==> src/rtl/adcsq_pkg.sv <==
// constants, register map and types for the converter sequencer control block
package adcsq_pkg;
    localparam int            RES_BITS      = 10;
    // byte offsets on the register bus
    localparam logic [5:0]    OFF_CTRL_ONE  = 6'h00;
    localparam logic [5:0]    OFF_CTRL_TWO  = 6'h04;
    localparam logic [5:0]    OFF_RES_HIGH  = 6'h08;
    localparam logic [5:0]    OFF_RES_LOW   = 6'h0c;
    localparam logic [5:0]    OFF_IRQ_STAT  = 6'h10;
    localparam logic [5:0]    OFF_IRQ_MASK  = 6'h14;
    localparam logic [5:0]    OFF_STOP_CTRL = 6'h18;
    // control one fields
    localparam int            POS_START     = 7;
    localparam int            POS_MODE      = 5;
    localparam int            POS_AIN_DIS   = 4;
    localparam int            POS_CHAN      = 0;
    // control two fields
    localparam int            POS_LADDER    = 5;
    localparam int            POS_TIME      = 1;
    // result low fields
    localparam int            POS_EOC       = 5;
    localparam int            POS_BUSY      = 4;
    // reset values, fixed control two bits and mode codes
    localparam logic [7:0]    RST_CTRL_ONE  = 8'h1f;
    localparam logic [7:0]    RST_CTRL_TWO  = 8'h10;
    localparam logic [7:0]    CTRL_TWO_FIX  = 8'h10;
    localparam logic [1:0]    MODE_OFF      = 2'h0;
    localparam logic [1:0]    MODE_SOFT     = 2'h1;
    localparam logic [1:0]    MODE_REPEAT   = 2'h3;
    // conversion lengths in oscillator periods, and the width of the counter that counts them
    localparam int            TIME_CODE0    = 39;
    localparam int            TIME_CODE2    = 78;
    localparam int            TIME_CODE3    = 156;
    localparam int            TIME_CODE4    = 312;
    localparam int            TIME_CODE5    = 624;
    localparam int            TIME_CODE6    = 1248;
    localparam int            CNT_BITS      = 11;
    typedef enum logic [1:0] {ADCSQ_IDLE, ADCSQ_CONV} adcsq_state_t;
endpackage : adcsq_pkg

==> src/rtl/adcsq_timer.sv <==
// conversion-time counter: maps the time code to oscillator periods and counts them
`timescale 1ns/1ns
module adcsq_timer
    import adcsq_pkg::*;
(
    input  wire logic       clk,
    input  wire logic       rst_n,
    input  wire logic       start,
    input  wire logic       abort,
    input  wire logic [2:0] time_code,
    output logic            done
);
    logic [CNT_BITS-1:0] count;
    logic                running;
    logic [CNT_BITS-1:0] load_value;

    function automatic logic [CNT_BITS-1:0] periods(input logic [2:0] code);
        case (code)
            3'h0:    periods = CNT_BITS'(TIME_CODE0);
            3'h2:    periods = CNT_BITS'(TIME_CODE2);
            3'h3:    periods = CNT_BITS'(TIME_CODE3);
            3'h4:    periods = CNT_BITS'(TIME_CODE4);
            3'h5:    periods = CNT_BITS'(TIME_CODE5);
            3'h6:    periods = CNT_BITS'(TIME_CODE6);
            // reserved codes fall back to the longest time, the safe choice
            default: periods = CNT_BITS'(TIME_CODE6);
        endcase
    endfunction : periods

    assign load_value = periods(time_code) - CNT_BITS'(1);

    always_ff @(posedge clk or negedge rst_n) begin
        if (!rst_n) begin
            count   <= '0;
            running <= 1'b0;
            done    <= 1'b0;
        end else begin
            done <= 1'b0;
            if (abort) begin
                running <= 1'b0;
            end else if (start) begin
                count   <= load_value;
                running <= 1'b1;
            end else if (running) begin
                if (count == '0) begin
                    running <= 1'b0;
                    done    <= 1'b1;
                end else begin
                    count <= count - CNT_BITS'(1);
                end
            end
        end
    end
endmodule : adcsq_timer

==> src/rtl/adcsq_ctrl.sv <==
// converter sequencer control: AXI4-Lite registers, conversion sequencing, stop handling
// Summary of operation
// - start written as one in software mode begins a conversion at once when idle, else when the running one ends
// - after the conversion time, store result, set end flag, raise done interrupt
// - reading the result high register clears the end flag
// - a new start clears end flag but keeps old result until completion
// - stop entry aborts conversion and resets both control registers
// - stop entry discards stored results
// - after stop, no conversion resumes without a new software start
// - ladder is disconnected from reference while stopped
// - each conversion gives a 10-bit unsigned code
// - repeat mode relaunches after each completion; mode 00 aborts without storing
// - start bit clears itself once conversion begins
// - busy set on start, cleared on finish outside repeat mode and on stop entry
// - time code selects 39 to 1248 oscillator periods; 001 and 111 reserved
`timescale 1ns/1ns
module adcsq_ctrl
    import adcsq_pkg::*;
(
    input  wire logic                CLK_SYS,
    input  wire logic                RESET_N,
    input  wire logic [5:0]          S_AXI_AWADDR,
    input  wire logic                S_AXI_AWVALID,
    output logic                     S_AXI_AWREADY,
    input  wire logic [31:0]         S_AXI_WDATA,
    input  wire logic [3:0]          S_AXI_WSTRB,
    input  wire logic                S_AXI_WVALID,
    output logic                     S_AXI_WREADY,
    output logic [1:0]               S_AXI_BRESP,
    output logic                     S_AXI_BVALID,
    input  wire logic                S_AXI_BREADY,
    input  wire logic [5:0]          S_AXI_ARADDR,
    input  wire logic                S_AXI_ARVALID,
    output logic                     S_AXI_ARREADY,
    output logic [31:0]              S_AXI_RDATA,
    output logic [1:0]               S_AXI_RRESP,
    output logic                     S_AXI_RVALID,
    input  wire logic                S_AXI_RREADY,
    input  wire logic                STOP_ENTER,
    input  wire logic [RES_BITS-1:0] CONV_CODE,
    output logic [3:0]               CHANNEL_SELECT,
    output logic                     ANALOG_INPUT_DISABLE,
    output logic                     SAMPLE_ENABLE,
    output logic                     LADDER_CONNECT,
    output logic                     CONVERSION_DONE_IRQ,
    output logic                     IRQ
);
    ////////////////////////////////////////////////////////////////////////////
    // reset synchroniser
    logic rst_meta;
    logic rst_n;
    always_ff @(posedge CLK_SYS or negedge RESET_N) begin
        if (!RESET_N) begin
            rst_meta <= 1'b0;
            rst_n    <= 1'b0;
        end else begin
            rst_meta <= 1'b1;
            rst_n    <= rst_meta;
        end
    end

    ////////////////////////////////////////////////////////////////////////////
    // state
    logic [7:0]          ctrl_one;
    logic [7:0]          ctrl_two;
    logic [RES_BITS-1:0] result;
    logic                eoc_flag;
    logic                busy;
    logic                irq_stat;
    logic                irq_mask;
    logic                stop_mode;
    logic                stop_prev;
    adcsq_state_t        state;
    adcsq_state_t        next_state;
    logic                timer_done;

    ////////////////////////////////////////////////////////////////////////////
    // bus slave: write takes address and data in either order, one at a time
    logic       aw_held;
    logic       w_held;
    logic [5:0] aw_addr;
    logic [7:0] w_byte;
    logic       w_lane0;
    logic       ar_taken;
    logic       wr_fire;
    logic       wr_ok;
    logic       rd_ok;
    logic [5:0] rd_addr;

    assign S_AXI_AWREADY = !aw_held && !S_AXI_BVALID;
    assign S_AXI_WREADY  = !w_held && !S_AXI_BVALID;
    assign S_AXI_ARREADY = !S_AXI_RVALID;
    assign wr_fire       = aw_held && w_held && !S_AXI_BVALID;
    assign ar_taken      = S_AXI_ARVALID && S_AXI_ARREADY;
    assign rd_addr       = S_AXI_ARADDR;

    function automatic logic mapped(input logic [5:0] a);
        mapped = (a == OFF_CTRL_ONE) || (a == OFF_CTRL_TWO) || (a == OFF_RES_HIGH) || (a == OFF_RES_LOW)
              || (a == OFF_IRQ_STAT) || (a == OFF_IRQ_MASK) || (a == OFF_STOP_CTRL);
    endfunction : mapped

    assign wr_ok = mapped(aw_addr);
    assign rd_ok = mapped(rd_addr);

    always_ff @(posedge CLK_SYS or negedge rst_n) begin
        if (!rst_n) begin
            aw_held <= 1'b0;
            w_held  <= 1'b0;
            aw_addr <= '0;
            w_byte  <= '0;
            w_lane0 <= 1'b0;
            S_AXI_BVALID <= 1'b0;
            S_AXI_BRESP  <= 2'h0;
        end else begin
            if (S_AXI_AWVALID && S_AXI_AWREADY) begin
                aw_held <= 1'b1;
                aw_addr <= S_AXI_AWADDR;
            end
            if (S_AXI_WVALID && S_AXI_WREADY) begin
                w_held  <= 1'b1;
                w_byte  <= S_AXI_WDATA[7:0];
                w_lane0 <= S_AXI_WSTRB[0];
            end
            if (wr_fire) begin
                aw_held      <= 1'b0;
                w_held       <= 1'b0;
                S_AXI_BVALID <= 1'b1;
                S_AXI_BRESP  <= wr_ok ? 2'h0 : 2'h2;
            end else if (S_AXI_BVALID && S_AXI_BREADY) begin
                S_AXI_BVALID <= 1'b0;
            end
        end
    end

    // read data is captured at the address edge; a result-high read clears the end flag there too
    logic [7:0] rd_mux;
    logic       rd_result;
    assign rd_result = ar_taken && (rd_addr == OFF_RES_HIGH);
    always_comb begin
        case (rd_addr)
            OFF_CTRL_ONE:  rd_mux = ctrl_one;
            OFF_CTRL_TWO:  rd_mux = {2'h0, ctrl_two[5:0]};
            OFF_RES_HIGH:  rd_mux = result[9:2];
            OFF_RES_LOW:   rd_mux = {result[1:0], eoc_flag, busy, 4'h0};
            OFF_IRQ_STAT:  rd_mux = {7'h0, irq_stat};
            OFF_IRQ_MASK:  rd_mux = {7'h0, irq_mask};
            OFF_STOP_CTRL: rd_mux = {7'h0, stop_mode};
            default:       rd_mux = 8'h00;
        endcase
    end

    always_ff @(posedge CLK_SYS or negedge rst_n) begin
        if (!rst_n) begin
            S_AXI_RVALID <= 1'b0;
            S_AXI_RDATA  <= '0;
            S_AXI_RRESP  <= 2'h0;
        end else if (ar_taken) begin
            S_AXI_RVALID <= 1'b1;
            S_AXI_RDATA  <= {24'h0, rd_mux};
            S_AXI_RRESP  <= rd_ok ? 2'h0 : 2'h2;
        end else if (S_AXI_RREADY) begin
            S_AXI_RVALID <= 1'b0;
        end
    end

    ////////////////////////////////////////////////////////////////////////////
    // decode of register writes and sequencing conditions
    logic wr_one;
    logic wr_two;
    logic wr_stat;
    logic wr_mask;
    logic wr_stop;
    logic stop_entry;
    logic mode_off;
    logic start_req;
    logic launch;
    logic abort;
    logic finish;

    assign wr_one     = wr_fire && w_lane0 && (aw_addr == OFF_CTRL_ONE) && !stop_mode;
    assign wr_two     = wr_fire && w_lane0 && (aw_addr == OFF_CTRL_TWO) && !stop_mode;
    assign wr_stat    = wr_fire && w_lane0 && (aw_addr == OFF_IRQ_STAT);
    assign wr_mask    = wr_fire && w_lane0 && (aw_addr == OFF_IRQ_MASK);
    assign wr_stop    = wr_fire && w_lane0 && (aw_addr == OFF_STOP_CTRL);
    assign stop_entry = stop_mode && !stop_prev;
    assign mode_off   = ctrl_one[POS_MODE +: 2] == MODE_OFF;
    // start only acts when idle; a start written while converting stays set and launches once the state returns to idle
    assign start_req  = ctrl_one[POS_START] && !mode_off && !stop_mode;
    assign launch     = (state == ADCSQ_IDLE) && start_req;
    assign abort      = stop_entry || ((state == ADCSQ_CONV) && mode_off);
    // abort outranks completion, so a cut conversion never stores a code
    assign finish     = (state == ADCSQ_CONV) && timer_done && !abort;

    always_comb begin
        next_state = state;
        case (state)
            ADCSQ_IDLE: if (launch) next_state = ADCSQ_CONV;
            ADCSQ_CONV: begin
                if (abort) next_state = ADCSQ_IDLE;
                else if (finish && (ctrl_one[POS_MODE +: 2] != MODE_REPEAT)) next_state = ADCSQ_IDLE;
            end
            default: next_state = ADCSQ_IDLE;
        endcase
    end

    logic relaunch;
    assign relaunch = finish && (ctrl_one[POS_MODE +: 2] == MODE_REPEAT);

    // a relaunch reloads the counter in the finish cycle, so repeat mode loses no period
    adcsq_timer u_timer (
        .clk       (CLK_SYS),
        .rst_n     (rst_n),
        .start     (launch || relaunch),
        .abort     (abort),
        .time_code (ctrl_two[POS_TIME +: 3]),
        .done      (timer_done)
    );

    ////////////////////////////////////////////////////////////////////////////
    // stop mode and control registers
    always_ff @(posedge CLK_SYS or negedge rst_n) begin
        if (!rst_n) begin
            stop_mode <= 1'b0;
            stop_prev <= 1'b0;
        end else begin
            // sticky: the pin only sets it, software leaves stop by writing zero
            stop_mode <= STOP_ENTER || (wr_stop ? w_byte[0] : stop_mode);
            stop_prev <= stop_mode;
        end
    end

    always_ff @(posedge CLK_SYS or negedge rst_n) begin
        if (!rst_n) begin
            ctrl_one <= RST_CTRL_ONE;
            ctrl_two <= RST_CTRL_TWO;
        end else if (stop_mode) begin
            ctrl_one <= RST_CTRL_ONE;
            ctrl_two <= RST_CTRL_TWO;
        end else begin
            if (wr_one) ctrl_one <= w_byte;
            // a start written in the launch cycle is dropped, unlike a start written later while busy, which stays pending
            if (launch) ctrl_one[POS_START] <= 1'b0;
            if (wr_two) ctrl_two <= (w_byte & 8'h2e) | CTRL_TWO_FIX;
        end
    end

    ////////////////////////////////////////////////////////////////////////////
    // conversion state, result and flags
    always_ff @(posedge CLK_SYS or negedge rst_n) begin
        if (!rst_n) begin
            state    <= ADCSQ_IDLE;
            busy     <= 1'b0;
            eoc_flag <= 1'b0;
            result   <= '0;
            CONVERSION_DONE_IRQ <= 1'b0;
        end else begin
            state <= next_state;
            // busy drops on the edge that stores the code except in repeat mode, where busy stays set alongside the end flag
            busy  <= (next_state == ADCSQ_CONV) && !stop_mode;
            CONVERSION_DONE_IRQ <= finish;
            if (stop_entry) begin
                result <= '0;
            end else if (finish) begin
                result <= CONV_CODE;
            end
            // set wins over the read clear
            if (finish) eoc_flag <= 1'b1;
            else if (launch || rd_result || stop_entry) eoc_flag <= 1'b0;
        end
    end

    always_ff @(posedge CLK_SYS or negedge rst_n) begin
        if (!rst_n) begin
            irq_stat <= 1'b0;
            irq_mask <= 1'b0;
        end else begin
            if (finish) irq_stat <= 1'b1;
            else if (wr_stat && w_byte[0]) irq_stat <= 1'b0;
            if (wr_mask) irq_mask <= w_byte[0];
        end
    end

    ////////////////////////////////////////////////////////////////////////////
    // outputs to the analog core and the interrupt line
    assign CHANNEL_SELECT       = ctrl_one[POS_CHAN +: 4];
    assign ANALOG_INPUT_DISABLE = ctrl_one[POS_AIN_DIS];
    assign SAMPLE_ENABLE        = busy;
    assign LADDER_CONNECT       = !stop_mode && (ctrl_two[POS_LADDER] || busy);
    assign IRQ                  = irq_stat && irq_mask;

    ////////////////////////////////////////////////////////////////////////////
    // checks
    a_start_busy: assert property (@(posedge CLK_SYS) disable iff (!rst_n)
        launch |=> busy && !ctrl_one[POS_START]
    ) else $error("start did not set busy");
    a_done_store: assert property (@(posedge CLK_SYS) disable iff (!rst_n)
        finish |=> eoc_flag && CONVERSION_DONE_IRQ && result == $past(CONV_CODE)
    ) else $error("completion lost");
    a_stat_set: assert property (@(posedge CLK_SYS) disable iff (!rst_n)
        finish |=> irq_stat
    ) else $error("completion did not set the interrupt status");
    a_irq_mask: assert property (@(posedge CLK_SYS) disable iff (!rst_n)
        !irq_mask |-> !IRQ
    ) else $error("masked interrupt reached the output");
    a_read_clear: assert property (@(posedge CLK_SYS) disable iff (!rst_n)
        rd_result && !finish |=> !eoc_flag
    ) else $error("end flag not cleared");
    a_keep_result: assert property (@(posedge CLK_SYS) disable iff (!rst_n)
        launch && !stop_entry |=> !eoc_flag && $stable(result)
    ) else $error("result changed on restart");
    a_stop_init: assert property (@(posedge CLK_SYS) disable iff (!rst_n)
        stop_mode |=> ctrl_one == RST_CTRL_ONE && ctrl_two == RST_CTRL_TWO && !busy
    ) else $error("stop");
    a_stop_clear: assert property (@(posedge CLK_SYS) disable iff (!rst_n)
        stop_entry |=> !busy && !eoc_flag && result == '0
    ) else $error("stop entry kept a result");
    a_exit_idle: assert property (@(posedge CLK_SYS) disable iff (!rst_n)
        stop_prev && !stop_mode |-> (state == ADCSQ_IDLE) && !ctrl_one[POS_START]
    ) else $error("conversion resumed after stop");
    a_ladder_off: assert property (@(posedge CLK_SYS) disable iff (!rst_n)
        stop_mode |-> !LADDER_CONNECT
    ) else $error("ladder connected in stop");
    a_mode_off: assert property (@(posedge CLK_SYS) disable iff (!rst_n)
        (state == ADCSQ_CONV) && mode_off |=> !busy && !$rose(eoc_flag)
    ) else $error("mode off");
    a_abort_keep: assert property (@(posedge CLK_SYS) disable iff (!rst_n)
        (state == ADCSQ_CONV) && mode_off && !stop_entry |=> $stable(result)
    ) else $error("aborted conversion stored a code");
    a_repeat_next: assert property (@(posedge CLK_SYS) disable iff (!rst_n)
        relaunch |=> busy && (state == ADCSQ_CONV)
    ) else $error("repeat mode did not relaunch");
    a_busy_finish: assert property (@(posedge CLK_SYS) disable iff (!rst_n)
        finish && !relaunch |=> !busy
    ) else $error("busy stayed set after completion");
    a_irq_pulse: assert property (@(posedge CLK_SYS) disable iff (!rst_n)
        CONVERSION_DONE_IRQ |=> !CONVERSION_DONE_IRQ
    ) else $error("irq not a pulse");
    a_ladder_busy: assert property (@(posedge CLK_SYS) disable iff (!rst_n)
        !stop_mode && busy |-> LADDER_CONNECT
    ) else $error("ladder open during conversion");
endmodule : adcsq_ctrl

==> config.mk <==
export PLATFORM = sky130hd
export DESIGN_NAME = adcsq_ctrl
export DESIGN_NICKNAME = d
export VERILOG_FILES = /design/src/rtl/adcsq_pkg.sv /design/src/rtl/adcsq_timer.sv /design/src/rtl/adcsq_ctrl.sv
export SDC_FILE = /design/constraint.sdc
export NUM_CORES = 1
export LEC_CHECK = 0
export ABC_AREA = 1
export BUFFER_PORTS_ARGS = -buffer_cell sky130_fd_sc_hd__buf_2
export CAP_MARGIN = 20
export CORE_ASPECT_RATIO = 0.75
export CORE_MARGIN = 5
export CORE_UTILIZATION = 25
export DETAILED_ROUTE_END_ITERATION = 8
export SETUP_SLACK_MARGIN = 0.15
export SKIP_LAST_GASP = 1
export SYNTH_ARGS = -nofsm -noshare
export SYNTH_HDL_FRONTEND = slang
export SYNTH_SLANG_ARGS = --single-unit
==> constraint.sdc <==
create_clock -name CLK_SYS -period 3.8 [get_ports CLK_SYS]
set_input_delay 0.57 -clock CLK_SYS [delete_from_list [all_inputs] [get_ports CLK_SYS]]
set_output_delay 0.57 -clock CLK_SYS [all_outputs]
set_load 0.02 [all_outputs]
---- Yosys cells after proc, flatten, opt, wreduce, memory -nomap -nowiden ----
Index checks and enable logic that the tools add are counted.
word-level totals
  register bits ........................... 79
  logic and storage cells ................. 164
  input port bits ......................... 66
  output and inout bits ................... 50
operators by class
  reduce and logical (&&, ||, !) cells .... 74
  muxes and demuxes ....................... 39
  bitwise logic cells ..................... 1
  add/subtract/negate cells ............... 2
  eq/ne operators ......................... 21
operators with widths
  kind                   count
  $pmux 8 s7             1
  $pmux 11 s5            1
  $eq 6x5->1 const B     6
  $mux 11                3
  $logic_and 1x1->1      30
  $eq 6x4->1 const B     4
  $mux 1                 22
  $sub 11x1->11 const B  2
  $mux 10                2
  $reduce_bool 2->1      10
  $logic_or 1x1->1       18
  $mux 8                 2
  $eq 6x3->1 const B     2
  $logic_not 6->1        2
  $mux 6                 2
  $logic_not 11->1       1
  $mux 2                 5
  $logic_not 1->1        8
  $eq 3x2->1 const B     2
  $eq 3x3->1 const B     2
  $eq 2x1->1 const B     2
  $logic_not 2->1        2
  $pmux 2 s2             1
  $logic_not 3->1        1
  6 further kinds        6

---- Longest topological paths before layout ----
Gate-level depths: netlist (run 1).
  depth after elaboration ................. 11
  mapped depth ............................ 16
  mapped depth without buffers ............ 15

---- Modules after synthesis ----
Synthesis (run 1) repeated with hierarchy kept, for this count alone.
unflattened totals
  cells, all modules ...................... 526
  area total of the unflattened synthesis .. 4232.8 sq um
modules (own cells, without submodules)
  module       area each (sq um)  times used  seq. area each (sq um)  cells an instance
  adcsq_ctrl   3200.6             1           1557.7                  368
  adcsq_timer  1032.2             1           325.3                   158

---- Worst setup path before layout (run 1) ----
Ideal clock, no wire load.
  path kind ............................... reg2reg
  start ................................... reg stop_mode
  end ..................................... reg u_timer.count[10]
  buffers on the path ..................... 1
  required time ........................... 3683 ps
  path slack .............................. 1914 ps
  clock period less this slack ............ 1886 ps
  cell stages (with the launch flop) ...... 13
  setup time .............................. 117 ps
  arrival time ............................ 1768 ps
  cells stage by stage .................... dfrtp_1 -> nand2_2 -> nand4_4 -> nand2_4 -> buf_8 -> nand2_2 -> nand2_4 -> ha_1 -> nand3_2 -> nor2_4 -> nand3_1 -> nand3_1 -> nand2_1
on the way
  cells in the longest elaborated chain, start to end .. 8
  elaborated cells on any way between the ends .. 14
  those cells by class .................... eq/ne (1); mux (1); bitwise (1); reduce/logical (11)
RTL lines
  element                                                                  RTL line           source
  from (decl)                                                              adcsq_ctrl.sv:71   logic stop_mode;
  from (signal assigned)                                                   adcsq_ctrl.sv:227  stop_mode <= STOP_ENTER || (wr_stop ? w_byte[0] : stop_mode);
  $logic_and 1x1->1                                                        adcsq_ctrl.sv:185  assign stop_entry = stop_mode && !stop_prev;
  $logic_or 1x1->1                                                         adcsq_ctrl.sv:190  assign abort = stop_entry || ((state == ADCSQ_CONV) && mode_off);
  $logic_not 1->1                                                          adcsq_ctrl.sv:192  assign finish = (state == ADCSQ_CONV) && timer_done && !abort;
  $logic_and 1x1->1                                                        adcsq_ctrl.sv:192
  $logic_and 1x1->1                                                        adcsq_ctrl.sv:207  assign relaunch = finish && (ctrl_one[POS_MODE +: 2] == MODE_REPEAT);
  $logic_or 1x1->1                                                         adcsq_ctrl.sv:213  .start (launch || relaunch),
  $ne 2x1->1 (no source line) / $reduce_bool 2->1 (equally long branches)  n/a
  $reduce_and 3->1 (no source line)                                        n/a
  to (signal assigned)                                                     adcsq_timer.sv:42  count <= load_value;
  to (signal assigned)                                                     adcsq_timer.sv:49  count <= count - CNT_BITS'(1);
  to (decl)                                                                adcsq_timer.sv:13  logic [CNT_BITS-1:0] count;
Parallel ways exist; a longest one is shown, timed or not.
A chain may end at the register's enable or synchronous reset.

---- Worst setup path in the final report (run 1) ----
  start ................................... reg stop_mode
  end ..................................... reg u_timer.count[6]
Same word-level chain as after synthesis.

==> results.md, run 1 <==
* Post-Synthesis Cells at 478
* Minimum clock period after layout at 2.56 ns
* Setup TNS at 0 ns
* Final WL at 9560 um
* GR Overflow Total at 0
* Routed len/inst at 12.7 um
* Count leader, synth: nand2_1
* # hold bufs at CTS at 0
* Synth top cells by count: nand2_1 (117), dfrtp_1 (70), inv_1 (53)
* P_leak at 2.37 nW
* FFs w/ async S/R, synth at 100%
* Clock tree buffer depth at 2
* Worst skew pair latency at 0.32 ns
* CP most frequent cell: nand2_1
* # setup viols final at 0
* Logic gate share of total power at 28.1%
* Synth Area in Compound Gates at 9.64%
* Max rail drop VDD at 0.384 mV
* Pin count of the biggest net entering global routing at 38
* Die width at 155 um
* CP Cell Sequence: nor3_2 > nand3_2 > nand2_4 > nand2_1 > nand2_1 > ha_1 > nand3_2 > nor2_4 > nand2_1 > nand3_1 > o21ai_1
* Clock power share at 33.0%
* Post-route clock period utilization at 67.4%
* Gpl congestion at 0.840
* 1st-iter DRT viols at 170
* Number of flops mapped to enable cells by yosys at 0
* Yosys reg bits at 75
* CP Max Fanout at 15
* Main synth FF type: dfrtp_1
* Sequential group share of total power at 38.9%
* CP endpoint kind: flip-flop
* Initial DRT Pass Iterations at 4
* Clk slew on worst S/H paths at 0.06 ns
* Layout net count at 610
* Final hold viol count at 0
* Seq/Total Area, Yosys at 47.6%
* Via count at 3,219
* Slowest cell delay on critical path at 0.57 ns
* N_diodes at 0
* Largest family of logic cells by synthesized area: simple AND/OR/NAND/NOR gates
* CTS H-tree depth at 3
* Fraction of the mapped netlist area in simple logic gates at 26.5%
* Starting density of the core at 25.7%
* Area grow syn2layout at 19.4%
* Clock Sinks at 75
* Share of cells above drive strength 1 at 23.0%
* Die area at 0.0185 sq mm
* GRT Total Usage at 10.8%
* TritonCTS clock tree: done
* Critical Path AT at 2.77 ns
* Hold WC Path Type: in2async
* Relative slew slack at 41.8%
* MaxCap Viol Count at 0
* DP Cell Count at 737
* Area occupied by multi-input gates at 0.00168 sq mm
* Share of the synthesized area in the top cell type at 44.3%
* Root Driver: clkbuf_16
* Finished Layout Cells at 753
* Io pins at 116
* Internal cell power at 0.00199 W
* Sequential cell area at 0.00188 sq mm
* Startpoint types: flip-flop
* TritonCTS Buffers at 9
* Mux contribution to synthesized area at 2.85%
* Initial antenna violation count at 0
* Synth area leader: dfrtp_1
* Rows at 39
* Die height at 119 um
* Synth Cell Area at 0.00396 sq mm
* Synth Warn # at 0
* # DRC at 0
* Postcts setup bufs at 0
* Post_cts resized at 0
* Critical Path RT at 4.01 ns
* Worst Tran Pin Value at 0.873 ns
* Status: complete, no violations
* Mean Syn Cell Area at 8.28 sq um
* Slowest cell on crit path: dfrtp_1
* CP delay by family, top: simple AND/OR/NAND/NOR gates
* Vias in the first global route at 3,190
* Core box area at 0.0154 sq mm
* NetSw at 0.00102 W
* First-pass GRT wire length at 16,200 um
* Pwr Density at 637 mW/mm^2
* Switching share of total power at 33.8%
* Crit path kind: reg2reg
* Post-synth cell types at 38
* Post-synthesis adder-cell area fraction at 0.316%
* Worst Path Buf+Inv at 0
* Xor/xnor share of the synthesized area at 0.443%
* # port buffers at 62
* RSZ-0062 raised after global routing: false
* Post-route ant nets at 0
* Layout fillers at 1,665
* Slew Limit Fails at 0
* HPWL Detailed at 7360 um
* FMAX at 390 MHz
* Final Skew at 0.00720 ns
* Overall Power at 0.00301 W
* Vias per cell at 4.27
* Synth top area cells: dfrtp_1 (44%), nand2_1 (11%), buf_4 (6.1%)
-- layout make-up --
| type | instances | share of cell area [%] |
|---|---|---|
| timing repair buffer | 65 | 7.04 |
| tap | 205 | 5.43 |
| multi-input combinational | 332 | 35.5 |
| inverter | 60 | 4.76 |
| clock inverter | 6 | 2.38 |
| sequential | 75 | 39.9 |
| clock buffer | 10 | 5.06 |
-- stage by stage --
step                      worst slack (ns)  cell area [sq um]  utilization, %  hold WS [ns]
after floorplan                       1.57               4060               -         0.274
after global placement                1.29               4380            28.5         0.333
after detailed placement              1.25               4380            28.5         0.337
after CTS                             1.25               4730            30.8       0.00524
after global routing                 0.965               4730            30.8       0.00487
final                                 1.24               4730            30.8        0.0147
-- power groups by stage --
| stage | registers, W | logic, W | clock network (W) |
|---|---|---|---|
| finish | 0.00117 | 0.000846 | 0.000993 |
| global route | 0.00120 | 0.000971 | 0.00105 |
| CTS | 0.00117 | 0.000853 | 0.00102 |
| detailed placement | 0.00118 | 0.000852 | 0 |
| global placement | 0.00118 | 0.000837 | 0 |
| floorplan | 0.00116 | 0.000674 | 0 |
-- cell families after synthesis --
logic type	Yosys count
other	2
buffers and inverters	97
AND/OR/NAND/NOR	226
XOR/XNOR	2
AO/OA/AOI/OAI	65
flip-flops	75
multiplexers	10
adder cells (fa/ha/maj)	1
-- placed cells by master (no fill, tap or decap), types with 3 or more instances in the layout --
| cell type | netlist | layout |
|---|---|---|
| mux2_2 | 10 | 10 |
| o21ai_0 | 25 | 25 |
| dfstp_2 | 5 | 5 |
| inv_2 | 4 | 4 |
| conb_1 | 2 | 28 |
| clkinv_1 | 3 | 3 |
| a22oi_1 | 3 | 3 |
| a21oi_1 | 16 | 16 |
| o211ai_1 | 3 | 3 |
| clkbuf_16 | 0 | 9 |
| nand3_1 | 41 | 41 |
| o21ai_1 | 4 | 4 |
| bufinv_16 | 0 | 3 |
| dfrtp_1 | 70 | 69 |
| inv_1 | 53 | 53 |
| nand2_1 | 117 | 117 |
| nand2_2 | 11 | 11 |
| nor3_1 | 7 | 7 |
| buf_4 | 32 | 3 |
| nor2_4 | 3 | 3 |
| buf_2 | 0 | 62 |
| a221oi_1 | 4 | 4 |
| nor2_1 | 36 | 36 |
-- flip-flops by register name, summed over array words and instances, names as in the netlist, 2 cells and up --
| signal | count |
|---|---|
| state | 2 |
| ctrl_one | 8 |
| u_timer.count | 11 |
| w_byte | 8 |
| aw_addr | 6 |
| ctrl_two | 4 |
| S_AXI_RDATA | 8 |
| result | 10 |
-- worst paths after layout --
check / startpoint / endpoint / slack [ns] / cells after the start
setup / recovery: stop_mode / u_timer.count[6] / 1.24 / 11
hold / removal: RESET_N / rst_meta / 0.01 / 1
setup reg to reg: stop_mode / u_timer.count[6] / 1.24 / 11
hold reg to reg: rst_meta / rst_n / 0.35 / 0
max in group asynchronous: rst_n / result[3] / 2.57 / 1
min in group CLK_SYS: rst_meta / rst_n / 0.35 / 0
-- layer usage --
metal / track usage, % / vias up / wire [um]
met4: 2.13 / 0 / 57
met3: 3.41 / 4 / 795
met2: 14.8 / 92 / 3790
li1: - / 1621 / -
met1: 16.7 / 1502 / 4910
met5: 0 / - / 0
Power figures use the tool's default switching activity.
==> run 2, diff against run 1 <==
- clock period: 3.8 -> 2.1 ns (I/O delays scaled with it)
==> run 2 against run 1 <==
  * Clock-buffer cell count unchanged
  * Clock power increased by 49%
  * Flip-flop and latch count unchanged
  * Clock skew decreased by 0.0021 ns
  * Largest cell class unchanged
  * Cell area increased by 4.4%
  * Die area unchanged
  * Non-clock buffer count increased by 24
  * Global-route usage increased by 0.17 points
  * Via count increased by 4.1%
  * Sequential power increased by 79%
  * Worst hold slack improved by 0.13 ns
==> results.md, run 2 (same netlist as run 1, synthesis figures left out) <==
* Hold WC Path Type: in2reg
* Internal cell power at 0.00344 W
* Logic gate share of total power at 33.0%
* Initial antenna violation count at 0
* Clock power share at 27.8%
* P_leak at 2.49 nW
* Top Registers: u_timer.count: 11 flops, result: 10 flops
* N_diodes at 0
* GRT Total Usage at 11.0%
* Share of cells above drive strength 1 at 27.8%
* Sequential group share of total power at 39.2%
* Worst skew pair latency at 0.33 ns
* Die height at 119 um
* Final setup margin at 0.178 ns
* TritonCTS clock tree: done
* Routed len/inst at 12.9 um
* Max rail drop VDD at 0.530 mV
* CP Max Fanout at 7
* Setup crit start: state[0]
* Max reg flops at 11
* Most frequent cells in the layout: nand2_1 (115), dfrtp_1 (67), buf_2 (62)
* Starting density of the core at 25.7%
* TritonCTS Buffers at 9
* Core box area at 0.0154 sq mm
* Final Skew at 0.00515 ns
* Startpoint types: flip-flop
* Clock tree buffer depth at 2
* Worst Tran Pin Value at 0.534 ns
* Minimum clock period after layout at 1.92 ns
* FF-to-FF Start: state[0]
* HPWL Detailed at 7610 um
* Die area at 0.0185 sq mm
* Final WL at 10,100 um
* Root Driver: clkbuf_16
* Clk slew on worst S/H paths at 0.06 ns
* Via count at 3,351
* Switching share of total power at 35.5%
* CP endpoint kind: flip-flop
* Vias in the first global route at 3,129
* Initial DRT Pass Iterations at 7
* Status: complete, no violations
* Vias per cell at 4.31
* MaxCap Viol Count at 0
* First-pass GRT wire length at 16,300 um
* Pin count of the biggest net entering global routing at 55
* 1st-iter DRT viols at 241
* Area grow syn2layout at 24.8%
* Final hold viol count at 0
* Crit path kind: reg2reg
* Gpl congestion at 0.849
* # port buffers at 62
* Io pins at 116
* Dpl ws at 0.118 ns
* R2R Setup Slk at 0.18 ns
* # DRC at 0
* RSZ-0062 raised after global routing: true
* Worst Reg2Reg Path Length in Cells at 13
* FMAX at 520 MHz
* Rows at 39
* Die width at 155 um
* RR Endpoint: u_timer.count[6]
* Slew Limit Fails at 0
* CTS H-tree depth at 3
* Pwr Density at 1080 mW/mm^2
* Top reg by flops: u_timer.count
* Hold depth at 2
* # setup viols final at 0
* Layout fillers at 1,643
* Critical Path AT at 2.13 ns
* Post-route ant nets at 0
* Setup TNS at 0 ns
* GR Overflow Total at 0
* NetSw at 0.00189 W
* Post-route clock period utilization at 91.5%
* Most common cell after layout, fill and taps aside: nand2_1
* Clock Sinks at 75
* Layout net count at 634
* Critical Path RT at 2.31 ns
* Relative slew slack at 64.2%
* Critical path destination: u_timer.count[6]
* Hold_ws at 0.146 ns
## run 2: cell types whose count changed in the layout (fill, tap and decap cells not counted), moves of 3 or more
cell,before,now
buf_4,3,23
clkinv_2,1,4
nand2_2,11,8
nand2_4,2,7
nor2_1,36,32
nor2_2,0,3
## run 2: per-layer routing
layer,global-route usage (%),part of all wire [%],vias to the layer above,routed length (um)
li1,-,-,1669,-
met1,17.3,51,1561,5090
met5,0,0,-,0
met2,14.4,41,114,4080
met3,3.19,7.8,7,785
met4,2.95,0.87,0,87
## run 2: layout make-up
class / instances / area [sq um] / share of cell area (%)
clock buffers: 10 / 229 / 4.64
inverters: 60 / 225 / 4.56
multi-input cells: 332 / 1750 / 35.4
repair buffers: 89 / 536 / 10.8
well taps: 205 / 256 / 5.20
flip-flops and latches: 75 / 1890 / 38.2
clock inverters: 6 / 57.6 / 1.17
## run 2: power by group through the flow
stage / clock network (W) / registers (W) / logic [W]
global route: 0.00159 / 0.00214 / 0.00198
finish: 0.00148 / 0.00209 / 0.00176
CTS: 0.00152 / 0.00209 / 0.00162
global placement: 0 / 0.00210 / 0.00160
floorplan: 0 / 0.00209 / 0.00122
detailed placement: 0 / 0.00211 / 0.00162
## run 2: worst min-delay path by stage
stage	slack (ns)	endpoint	start
final	0.15	S_AXI_BVALID	S_AXI_BREADY
after global routing	0.15	S_AXI_BVALID	S_AXI_BREADY
after CTS	0.14	S_AXI_BVALID	S_AXI_BREADY
after detailed placement	0.10	rst_meta	RESET_N
after global placement	0.10	rst_meta	RESET_N
after floorplan	0.02	rst_meta	RESET_N
## run 2: timing repair
item	CTS	global route
pin swaps	1	10
resized for setup	2	19
setup endpoints to repair	6	11
endpoints found under the hold margin	2	0
setup buffers	1	11
hold buffers	1	0
## run 2: critical path: stages (launching register included)
cell,delay (ns)
dfrtp_1,0.40
nand2_2,0.12
inv_2,0.07
nand2_4,0.07
nand4_4,0.18
nand2_4,0.15
nand2_2,0.07
nand2_4,0.09
ha_4,0.17
nand3_4,0.09
nor2_4,0.15
nand2_1,0.06
nand3_1,0.10
o21ai_1,0.08
## run 2: metrics by stage
stage          cells  utilization, %  power (W)  cell area (sq um)
3_5_place_dp     748            29.1    0.00373               4470
6_report         777            32.1    0.00533               4940
3_3_place_gp     748            29.1    0.00370               4470
2_1_floorplan    504               -    0.00331               4060
5_1_grt          777            32.1    0.00572               4940
4_1_cts          766            31.1    0.00524               4780
==> run 3, diff against run 2 <==
- GPL_TIMING_DRIVEN: default -> 0
- REMOVE_ABC_BUFFERS: default -> 1
==> run 3 against run 2 <==
  * Via count about the same
  * Core utilization up 0.28 points
  * Sequential power about the same
  * Combinational power about the same
  * Worst hold slack worse by 0.0047 ns
  * Clock skew about the same
  * Final cell count down 0.39%
  * Power down 0.70%
  * Flip-flop and latch count unchanged
  * Non-clock buffer count down 3
  * Register-to-register slack better by 0.03 ns
  * Critical path type unchanged
  * Largest cell class unchanged
  * Largest power group unchanged
==> results.md, run 3 (same netlist as run 1, synthesis figures left out) <==
* Critical path destination: u_timer.count[9]
* Post-route clock period utilization at 90.1%
* CTS H-tree depth at 3
* Layout fillers at 1,658
* TritonCTS clock tree: done
* MaxCap Viol Count at 0
* First-pass GRT wire length at 16,300 um
* Die width at 155 um
* Rows at 39
* Critical Path AT at 2.11 ns
* Area occupied by multi-input gates at 0.00180 sq mm
* CP Max Fanout at 5
* Via count at 3,352
* Worst Reg2Reg Path Length in Cells at 12
* RR Endpoint: u_timer.count[9]
* Overall Power at 0.00529 W
* Status: complete, no violations
* Io pins at 116
* Critical Path RT at 2.32 ns
* Worst skew pair latency at 0.34 ns
* Routed len/inst at 13.2 um
* Top Registers: u_timer.count: 11 flops, result: 10 flops
* Max reg flops at 11
* FMAX at 529 MHz
* R2R Setup Slk at 0.21 ns
* Share of cells above drive strength 1 at 27.4%
* # DRC at 0
* Post-route ant nets at 0
* Vias in the first global route at 3,202
* Vias per cell at 4.33
* Startpoint types: flip-flop
* Clk slew on worst S/H paths at 0.06 ns
* GRT Total Usage at 11.1%
* Setup TNS at 0 ns
* # port buffers at 62
* Final WL at 10,200 um
* N_diodes at 0
* GR Overflow Total at 0
* Area grow syn2layout at 25.8%
* HPWL Detailed at 7370 um
* Minimum clock period after layout at 1.89 ns
* Die height at 119 um
* # setup viols final at 0
* P_leak at 2.48 nW
* Die area at 0.0185 sq mm
* 1st-iter DRT viols at 209
* Worst Tran Pin Value at 0.621 ns
* Slowest cell on crit path: dfrtp_2
* Slew Limit Fails at 0
* FF-to-FF Start: ctrl_one[5]
* Final Skew at 0.00533 ns
* Top reg by flops: u_timer.count
* Starting density of the core at 25.7%
* Gpl congestion at 0.816
* Clock tree buffer depth at 2
* Initial antenna violation count at 0
* Pin count of the biggest net entering global routing at 44
* Hold WC Path Type: in2reg
* Setup crit start: ctrl_one[5]
* Core box area at 0.0154 sq mm
* CP Cell Sequence: nor2_4 > nand2_2 > nand4_4 > buf_6 > nand3_2 > nand2_2 > buf_4 > nand3_4 > nor2_4 > nand3_1 > nand3_1 > nand2_1
* Most frequent cells in the layout: nand2_1 (116), dfrtp_1 (66), buf_2 (62)
* Initial DRT Pass Iterations at 4
* TritonCTS Buffers at 9
* RSZ-0062 raised after global routing: true
* Most common cell after layout, fill and taps aside: nand2_1
* Layout net count at 631
* Clock Sinks at 75
* Pwr Density at 1060 mW/mm^2
* Slowest cell delay on critical path at 0.45 ns
* Max rail drop VDD at 0.636 mV
* Sequential cell area at 0.00189 sq mm
* Relative slew slack at 58.3%
* Root Driver: clkbuf_16
* Crit path kind: reg2reg
* Final hold viol count at 0
* CP endpoint kind: flip-flop
==> run 3: cell count changes in the layout (fill, tap and decap cells not counted), sizes merged <==
cell and change:
buf -3, bufinv -1, clkbuf +2, clkinv -1
==> run 3: cell type report <==
cell class	instances	share of cell area, %
clock buffers	12	4.95
clock inverters	4	0.528
inverters	60	4.57
multi-input cells	332	36.1
flip-flops and latches	75	38.0
well taps	205	5.15
repair buffers	86	10.8
==> run 3: metal layers <==
metal	wire length [um]	vias up	part of all wire (%)	track usage, %
met3	822	15	8.1	3.73
met2	4060	100	40	15.0
li1	-	1668	-	-
met1	5150	1569	51	16.6
met5	0	-	0	0
met4	157	0	1.5	3.06
==> run 3: power by group <==
part | switching [W] | internal [W]
Sequential | 0.000270 | 0.00184
Combinational | 0.00107 | 0.000683
Clock | 0.000594 | 0.000830
Total | 0.00194 | 0.00336
==> run 3: repair_timing <==
item	4_1_cts	5_1_grt
hold buffers	1	0
pin swaps	7	14
endpoints found under the hold margin	2	0
resized for setup	13	21
buffers inserted	11	10
endpoints found under the setup margin	25	21
==> run 3: stage by stage <==
stage / instances / instance area (sq um) / util [%] / hold WS [ns] / setup slack [ns]
after global placement: 734 / 4350 / 28.3 / 0.102 / -1.14
final: 774 / 4980 / 32.4 / 0.141 / 0.208
after global routing: 774 / 4980 / 32.4 / 0.121 / 0.0633
after floorplan: 467 / 3780 / - / 0.0194 / -0.135
after CTS: 764 / 4820 / 31.4 / 0.127 / 0.147
after detailed placement: 736 / 4390 / 28.6 / 0.103 / -0.500
==> run 3: worst min path at each step <==
| stage | cells past startpoint | startpoint | to |
|---|---|---|---|
| after floorplan | 0 | RESET_N | rst_meta |
| after global placement | 1 | RESET_N | rst_meta |
| after detailed placement | 1 | RESET_N | rst_meta |
| after CTS | 2 | S_AXI_BREADY | S_AXI_BVALID |
| after global routing | 2 | S_AXI_BREADY | S_AXI_BVALID |
| final | 2 | S_AXI_BREADY | S_AXI_BVALID |
==> run 3: worst max-delay path: cells and delay by family, from the launching register on <==
family / cells / cell delay, ns
buffers and inverters: 2 / 0.29
DFF: 1 / 0.45
and+or+nand+nor: 10 / 1.04
